--- src/verilog/host_port_regs.vh ---
`ifndef HOST_PORT_REGS_VH
`define HOST_PORT_REGS_VH

// ==================================================
// index register layout
`define IDX_WIDTH 8
`define IDX_TGT_MSB 7
`define IDX_TGT_LSB 2
`define IDX_HALF_MSB 1
`define IDX_HALF_LSB 0
`define IDX_RESET 8'h00

// ==================================================
// target select codes
`define TGT_GENERAL_STATUS 6'h00
`define TGT_STATUS_CONTROL 6'h01
`define TGT_MEMORY_CONTROL 6'h02
`define TGT_INBOUND_IRQ 6'h03
`define TGT_OUTBOUND_IRQ 6'h04
`define TGT_ADDRESS_POINTER 6'h05
`define TGT_DATA_WINDOW 6'h06
`define TGT_BOOT_CONTROL 6'h0F

// ==================================================
// halfword select codes
`define HALF_FIRST 2'h0
`define HALF_SECOND 2'h2

// ==================================================
// general status layout
`define GSR_FIELD_WIDTH 16
`define GSR_RESET 16'h0000

// ==================================================
// on-chip cpu register indices
`define CPU_REG_INDEX 1'h0
`define CPU_REG_STATUS 1'h1

// ==================================================
// pin synchroniser idle levels: cs, rs, wr, rd
`define PIN_CTRL_IDLE 4'hB
`define PIN_DATA_IDLE 16'h0000

`endif

--- src/verilog/host_port_index_and_status.v ---
// Operation
// - 8-bit index picks register when select low
// - cpu reads index, cpu writes ignored
// - index written only by host, select high
// - six-bit target code selects one register
// - order clear: 00 upper, 10 lower
// - order set: halves swapped
// - data window access toggles half select
// - 32-bit general status register for handshaking
// - cpu reads and writes general status
// - host reads status directly or indexed
// - status holds 16-bit field, bits 15:0
// - status field cleared only by power-on reset
// - strobes decode by select; both low forbidden
// - host data over sixteen shared lines
`timescale 1ns/1ns
`include "host_port_regs.vh"

module host_port_index_and_status (
	input wire clk_sys,
	input wire sys_rst,
	input wire port_rst,
	input wire host_chip_select_n,
	input wire register_select_pin,
	input wire host_write_strobe_n,
	input wire host_read_strobe_n,
	input wire [15:0] host_data_lines_in,
	output reg [15:0] host_data_lines_out,
	output reg host_data_lines_oe,
	input wire halfword_order_bit,
	input wire cpu_select,
	input wire cpu_reg,
	input wire cpu_write,
	input wire [31:0] cpu_wdata,
	output reg [31:0] cpu_rdata,
	output wire [5:0] target_select_field,
	output wire [1:0] halfword_select,
	input wire [31:0] target_rdata,
	output reg target_write,
	output reg target_read_done,
	output reg target_upper_half,
	output reg [15:0] target_wdata
);
	// ==================================================
	// pin synchronisers
	wire [3:0] ctrl_sync;
	wire [15:0] data_sync;
	wire cs_n;
	wire rs;
	wire wr_n;
	wire rd_n;
	wire [3:0] ctrl_pins;

	// strobes and data pass equal delays, so data seen under a low strobe is already settled
	assign ctrl_pins = {host_chip_select_n, register_select_pin, host_write_strobe_n,
		host_read_strobe_n};

	pin_sync #(
		.W(4),
		.IDLE(`PIN_CTRL_IDLE)
	) u_ctrl_sync (
		.clk_sys(clk_sys),
		.sys_rst(sys_rst),
		.pin_in(ctrl_pins),
		.pin_sync_out(ctrl_sync)
	);

	pin_sync #(
		.W(16),
		.IDLE(`PIN_DATA_IDLE)
	) u_data_sync (
		.clk_sys(clk_sys),
		.sys_rst(sys_rst),
		.pin_in(host_data_lines_in),
		.pin_sync_out(data_sync)
	);

	assign cs_n = ctrl_sync[3];
	assign rs = ctrl_sync[2];
	assign wr_n = ctrl_sync[1];
	assign rd_n = ctrl_sync[0];

	// ==================================================
	// access decode
	reg [`IDX_WIDTH-1:0] index;
	reg [`GSR_FIELD_WIDTH-1:0] status;
	reg wr_phase;
	reg rd_phase;
	reg latched_rs;
	reg [15:0] write_hold;
	wire wr_active;
	wire rd_active;
	wire wr_end;
	wire rd_start;
	wire rd_end;

	// both strobes low is a forbidden combination and is treated as idle
	assign wr_active = !cs_n && !wr_n && rd_n;
	assign rd_active = !cs_n && !rd_n && wr_n;
	assign wr_end = wr_phase && !wr_active;
	assign rd_start = rd_active && !rd_phase;
	assign rd_end = rd_phase && !rd_active;

	always @(posedge clk_sys or posedge sys_rst) begin
		if (sys_rst) begin
			wr_phase <= 1'b0;
			rd_phase <= 1'b0;
			latched_rs <= 1'b0;
			write_hold <= 16'h0000;
		end else begin
			wr_phase <= wr_active;
			rd_phase <= rd_active;
			if (wr_active || rd_active) begin
				latched_rs <= rs;
			end
			// data is committed only at the strobe's release, so keep what was seen while low
			if (wr_active) begin
				write_hold <= data_sync;
			end
		end
	end

	// ==================================================
	// indexed register path
	wire [5:0] tgt;
	wire [1:0] half;
	wire tgt_status;
	wire tgt_window;
	wire [31:0] status_word;
	wire [31:0] indexed_word;
	wire lane_upper;
	wire [15:0] lane_rdata;
	wire [31:0] lane_merged;

	assign tgt = index[`IDX_TGT_MSB:`IDX_TGT_LSB];
	assign half = index[`IDX_HALF_MSB:`IDX_HALF_LSB];
	assign target_select_field = tgt;
	assign halfword_select = half;
	assign tgt_status = (tgt == `TGT_GENERAL_STATUS);
	assign tgt_window = (tgt == `TGT_DATA_WINDOW);
	assign status_word = {16'h0000, status};
	assign indexed_word = tgt_status ? status_word : target_rdata;

	// the host is trusted to set half select before the access
	halfword_lane u_lane (
		.word_in(indexed_word),
		.half_select(half),
		.order_swap(halfword_order_bit),
		.half_wdata(write_hold),
		.upper_half(lane_upper),
		.half_rdata(lane_rdata),
		.merged_word(lane_merged)
	);

	// ==================================================
	// index register
	reg [`IDX_WIDTH-1:0] next_index;
	wire host_idx_write;
	wire host_ind_write;
	wire host_ind_access_end;

	assign host_idx_write = wr_end && latched_rs;
	assign host_ind_write = wr_end && !latched_rs;
	assign host_ind_access_end = (wr_end || rd_end) && !latched_rs;

	// ==================================================
	// data window half walk
	reg [1:0] toggled_half;
	wire window_toggle;

	assign window_toggle = host_ind_access_end && tgt_window;

	// the odd codes fall to the default and restart the walk at the first half
	always @* begin
		case (half)
			`HALF_FIRST: begin
				toggled_half = `HALF_SECOND;
			end
			`HALF_SECOND: begin
				toggled_half = `HALF_FIRST;
			end
			default: begin
				toggled_half = `HALF_FIRST;
			end
		endcase
	end

	always @* begin
		next_index = index;
		if (host_idx_write) begin
			// codes outside the defined set are stored as given; the host must not use them
			next_index = write_hold[`IDX_WIDTH-1:0];
		end else if (window_toggle) begin
			next_index[`IDX_HALF_MSB:`IDX_HALF_LSB] = toggled_half;
		end
	end

	// the cpu path never reaches this register, so its writes are dropped
	always @(posedge clk_sys or posedge sys_rst) begin
		if (sys_rst) begin
			index <= `IDX_RESET;
		end else if (port_rst) begin
			index <= `IDX_RESET;
		end else begin
			index <= next_index;
		end
	end

	// ==================================================
	// general status register
	reg [`GSR_FIELD_WIDTH-1:0] next_status;
	wire cpu_status_write;
	wire host_status_write;

	assign cpu_status_write = cpu_select && cpu_write && (cpu_reg == `CPU_REG_STATUS);
	assign host_status_write = host_ind_write && tgt_status;

	always @* begin
		next_status = status;
		if (cpu_status_write) begin
			next_status = cpu_wdata[15:0];
		end
		// a host write lands after the cpu's, so the host wins a same-cycle clash
		if (host_status_write) begin
			next_status = lane_merged[15:0];
		end
	end

	// port_rst deliberately does not touch the status field
	always @(posedge clk_sys or posedge sys_rst) begin
		if (sys_rst) begin
			status <= `GSR_RESET;
		end else begin
			status <= next_status;
		end
	end

	// ==================================================
	// host read data and bus drive
	always @(posedge clk_sys or posedge sys_rst) begin
		if (sys_rst) begin
			host_data_lines_out <= 16'h0000;
			host_data_lines_oe <= 1'b0;
		end else begin
			host_data_lines_oe <= rd_active;
			// data is taken once at the read's start; a later change waits for the next read
			if (rd_start) begin
				if (rs) begin
					host_data_lines_out <= status;
				end else begin
					host_data_lines_out <= lane_rdata;
				end
			end
		end
	end

	// ==================================================
	// strobes toward the other indexed registers
	wire host_target_write;
	wire host_target_read_end;

	// the surrounding registers see one pulse per access and no status traffic
	assign host_target_write = host_ind_write && !tgt_status;
	assign host_target_read_end = rd_end && !latched_rs && !tgt_status;

	always @(posedge clk_sys or posedge sys_rst) begin
		if (sys_rst) begin
			target_write <= 1'b0;
			target_read_done <= 1'b0;
			target_upper_half <= 1'b0;
			target_wdata <= 16'h0000;
		end else begin
			target_write <= host_target_write;
			target_read_done <= host_target_read_end;
			if (host_ind_access_end) begin
				target_upper_half <= lane_upper;
			end
			if (host_ind_write) begin
				target_wdata <= write_hold;
			end
		end
	end

	// ==================================================
	// on-chip cpu read port
	wire cpu_read;

	assign cpu_read = cpu_select && !cpu_write;

	// read data holds between reads, so the cpu may sample it late
	always @(posedge clk_sys or posedge sys_rst) begin
		if (sys_rst) begin
			cpu_rdata <= 32'h00000000;
		end else if (cpu_read) begin
			if (cpu_reg == `CPU_REG_INDEX) begin
				cpu_rdata <= {24'h000000, index};
			end else begin
				cpu_rdata <= status_word;
			end
		end
	end

endmodule

--- src/verilog/pin_sync.v ---
`timescale 1ns/1ns

// ==================================================
// two-stage synchroniser, one chain per bit
module pin_sync #(
	parameter W = 1,
	parameter [W-1:0] IDLE = {W{1'b0}}
) (
	input wire clk_sys,
	input wire sys_rst,
	input wire [W-1:0] pin_in,
	output wire [W-1:0] pin_sync_out
);
	genvar i;
	generate
		for (i = 0; i < W; i = i + 1) begin : g_bit
			reg meta;
			reg stable;
			// the first stage feeds only the second
			always @(posedge clk_sys or posedge sys_rst) begin
				if (sys_rst) begin
					meta <= IDLE[i];
					stable <= IDLE[i];
				end else begin
					meta <= pin_in[i];
					stable <= meta;
				end
			end
			assign pin_sync_out[i] = stable;
		end
	endgenerate
endmodule

--- src/verilog/halfword_lane.v ---
`timescale 1ns/1ns
`include "host_port_regs.vh"

// ==================================================
// picks one 16-bit half of a word and merges a half back in
module halfword_lane (
	input wire [31:0] word_in,
	input wire [1:0] half_select,
	input wire order_swap,
	input wire [15:0] half_wdata,
	output wire upper_half,
	output wire [15:0] half_rdata,
	output wire [31:0] merged_word
);
	// only the high code bit is decoded; the odd codes are never driven by a well behaved host
	assign upper_half = (half_select[1] == 1'b0) ^ order_swap;
	assign half_rdata = upper_half ? word_in[31:16] : word_in[15:0];
	assign merged_word = upper_half ? {half_wdata, word_in[15:0]} : {word_in[31:16], half_wdata};
endmodule

--- config.mk ---
export PLATFORM = sky130hd
export DESIGN_NAME = host_port_index_and_status
export DESIGN_NICKNAME = d
export VERILOG_FILES = /design/src/verilog/host_port_index_and_status.v /design/src/verilog/pin_sync.v /design/src/verilog/halfword_lane.v
export VERILOG_INCLUDE_DIRS = /design/src /design/src/verilog
export SDC_FILE = /design/constraint.sdc
export NUM_CORES = 1
export LEC_CHECK = 0
export ABC_CLOCK_PERIOD_IN_PS = 8700
export BUFFER_PORTS_ARGS = -buffer_cell sky130_fd_sc_hd__buf_2
export CAP_MARGIN = 15
export CORE_ASPECT_RATIO = 0.6
export CORE_UTILIZATION = 50
export DETAILED_ROUTE_END_ITERATION = 6
export PLACE_DENSITY = 0.79
export SETUP_SLACK_MARGIN = 0.1
export SLEW_MARGIN = 20
export SYNTH_ARGS = -nofsm -noshare
export SYNTH_HDL_FRONTEND = slang
export SYNTH_SLANG_ARGS = --single-unit
--- constraint.sdc ---
create_clock -name clk_sys -period 8.7 [get_ports clk_sys]
set_input_delay 1.74 -clock clk_sys [delete_from_list [all_inputs] [get_ports clk_sys]]
set_output_delay 1.74 -clock clk_sys [all_outputs]
set_load 0.03 [all_outputs]
==> results.toml <==
[status]
status = "completed"

[floorplanning]
core_mm2 = 0.0100
ios = 167
start_util = 0.523
die_area_mm2 = 0.0109
die_height_um = 81.3
fp-row-count = 28
die_w_um = 134

[clock_network]
clk_latency_ns = 0.40
ctsHoldBuffers = 0
post-cts-setup-buffer-count = 0
clk_pin_slew_ns = 0.06
numCtsBuffers = 17
ctsHtreeMaxLevel = 4
cts_tree = "done"
ctsResizeCount = 0
cts_buffer_depth = 2
cts-root-buf = "clkbuf_16"
cts.sinks = 134

[route]
drc_errors = 0
dr_total_vias = 3598
wl_per_cell_um = 17.6
routed_wl_um = 11900
drt_pass1_iterations = 4
viasPerCell = 5.31
initialDrtViolationCount = 212
ant_nets = 0

[critical_path]
cp.required_ns = 6.96
critPathMaxFanout = 4
ff2ff_setup_slack_ns = 5.91
path_cells = "buf_2"
end_kind = "output pin"
critPathLaunchType = "flop"
path_buf_inv = 1
cpLargestDelayFamily = "flip-flops"
crit_path_max_incr_delay_ns = 0.46
critPathArrivalTime_ns = 1.11
crit_type = "flop to output pin"
crit_slowest_cell = "dfrtp_1"

[yosys]
syn_inst = 398
yosysMostFrequentCell = "dfrtp_1"
yosysSeqAreaShare = 0.641
synth-edff-count = 0
synth_top_area_frac = 0.611
synth-main-ff-cell = "dfrtp_1"
ys_async_sr_fraction = 1.00
yosysTopAreaCell = "dfrtp_1"
yosys_warnings = 0
yosys-top-cells-count = "dfrtp_1 (128), nand2_1 (42), mux2_2 (34), mux2i_1 (30)"
syn_area_per_cell_um2 = 13.2
synth_area_mm2 = 0.00524
yosys.cell_types.count = 38
yosys-top-cells-area = "dfrtp_1 (61%), mux2_2 (7.3%), mux2i_1 (5.7%)"
ys_ff_latch = 134

[global_route]
antenna_found_initial = 0
grt_pass1_wl_um = 18800
grt_max_degree = 71
track_usage = 0.234
grt_overflow = 0
grt_pass1_vias = 3680

[placement]
place_congestion = 0.816
detailedPlace.worstSlack_ns = 5.30
numPortBuffers = 134
dp_cells = 647
hpwlAfterDp_um = 8390

[job]
maxCapViolCount = 0

[sta]
timing.final.crit_share = 0.328
fin_setup_tns_ns = 0
hold_viol_final = 0
skew_ns = 0.00882
fin_ws_ns = 5.85
rsz0062_at_grt = "no"
finalSetupViolCount = 0
tightest_slew_ns = 1.08
fmax_mhz = 351
fin_crit_ns = 2.85
maxSlewHeadroom = 0.281
slew_violations = 0

[layout]
final_cell_count_no_fill = 677
layout.nets = 622
fill_cells = 766
final_core_util = 0.659
syn2layout_area_growth_pct = 25.9
diodes = 0
layout-drive-gt1-share = 0.399

[min_path]
hp-class = "flop to flop"

[power_and_ir_drop]
vdd.ir_drop.worst_mv = 0.162
power.total_mw = 1.96
p_leak_nw = 3.19
powerDensity_mw_per_mm2 = 297
[report_power, final]
part | leakage, nW | switching (mW) | total, mW | internal [mW]
Sequential | 1.62 | 0.0729 | 0.805 | 0.732
Combinational | 1.26 | 0.251 | 0.389 | 0.137
Clock | 0.312 | 0.248 | 0.766 | 0.518
Total | 3.19 | 0.572 | 1.96 | 1.39
[cells by family after synthesis]
kind of cell / Yosys count / synth area share
multiplexers: 64 / 0.130
other: 1 / 0.000715
AND/OR/NAND/NOR: 88 / 0.0809
flip-flops: 134 / 0.641
AO/OA/AOI/OAI: 70 / 0.0998
XOR/XNOR: 1 / 0.00167
buffers and inverters: 40 / 0.0454
[layer usage]
metal  wire [µm]  GRT usage
met5           0          0
met4          60     0.0820
met3         783     0.0574
met2        5710      0.383
met1        5330      0.308
[layout make-up]
cell class / count / area [µm²] / area share
Clock buffer: 20 / 457 / 0.0692
Clock inverter: 10 / 178 / 0.0269
Inverter: 1 / 8.76 / 0.00133
Multi-Input combinational cell: 239 / 1730 / 0.262
Sequential cell: 134 / 3360 / 0.509
Tap cell: 135 / 169 / 0.0256
Timing Repair Buffer: 138 / 701 / 0.106
[worst paths after layout]
path,startpoint,to,depth (start not counted)
hold reg to reg,u_data_sync.g_bit[9].meta,u_data_sync.g_bit[9].stable,0
max in group asynchronous,sys_rst,target_wdata[1],3
setup / recovery,index[5],target_select_field[3],1
hold / removal,u_data_sync.g_bit[9].meta,u_data_sync.g_bit[9].stable,0
setup reg to reg,u_ctrl_sync.g_bit[3].stable,status[13],7
min in group asynchronous,sys_rst,target_wdata[7],2
[state kept, by name, indices dropped and copies added, names as in the netlist]
| name | cells |
|---|---|
| cpu_rdata | 16 |
| host_data_lines_oe | 1 |
| host_data_lines_out | 16 |
| index | 8 |
| latched_rs | 1 |
| status | 16 |
| target_read_done | 1 |
| target_upper_half | 1 |
| target_wdata | 16 |
| target_write | 1 |
| u_ctrl_sync.g_bit.meta | 4 |
| u_ctrl_sync.g_bit.stable | 4 |
| u_data_sync.g_bit.meta | 16 |
| u_data_sync.g_bit.stable | 16 |
| wr_phase | 1 |
| write_hold | 16 |
[cells in the final DEF (no fill, tap or decap), drive strengths merged, types with 2 or more instances in the layout]
| master | netlist | routed |
|---|---|---|
| buf | 28 | 138 |
| nor2 | 11 | 11 |
| nand2 | 42 | 42 |
| dfrtp | 128 | 128 |
| dfstp | 6 | 6 |
| bufinv | 0 | 5 |
| clkbuf | 11 | 20 |
| o211ai | 15 | 15 |
| o21a | 16 | 16 |
| mux2i | 30 | 30 |
| a21oi | 2 | 2 |
| nor4 | 2 | 2 |
| o21ai | 17 | 17 |
| nand3 | 16 | 16 |
| clkinv | 0 | 4 |
| nand2b | 2 | 2 |
| nor3b | 2 | 2 |
| mux2 | 34 | 34 |
| or3 | 3 | 3 |
| nor4b | 3 | 3 |
| o22a | 16 | 16 |
| conb | 1 | 16 |
[per-stage QoR]
step	instance area, µm²	hold slack, ns
after global routing	6600	0.354
after detailed placement	5960	0.335
after global placement	5950	0.335
final	6600	0.339
after floorplan	5300	0.331
after CTS	6590	0.341
Power figures use the tool's default switching activity.
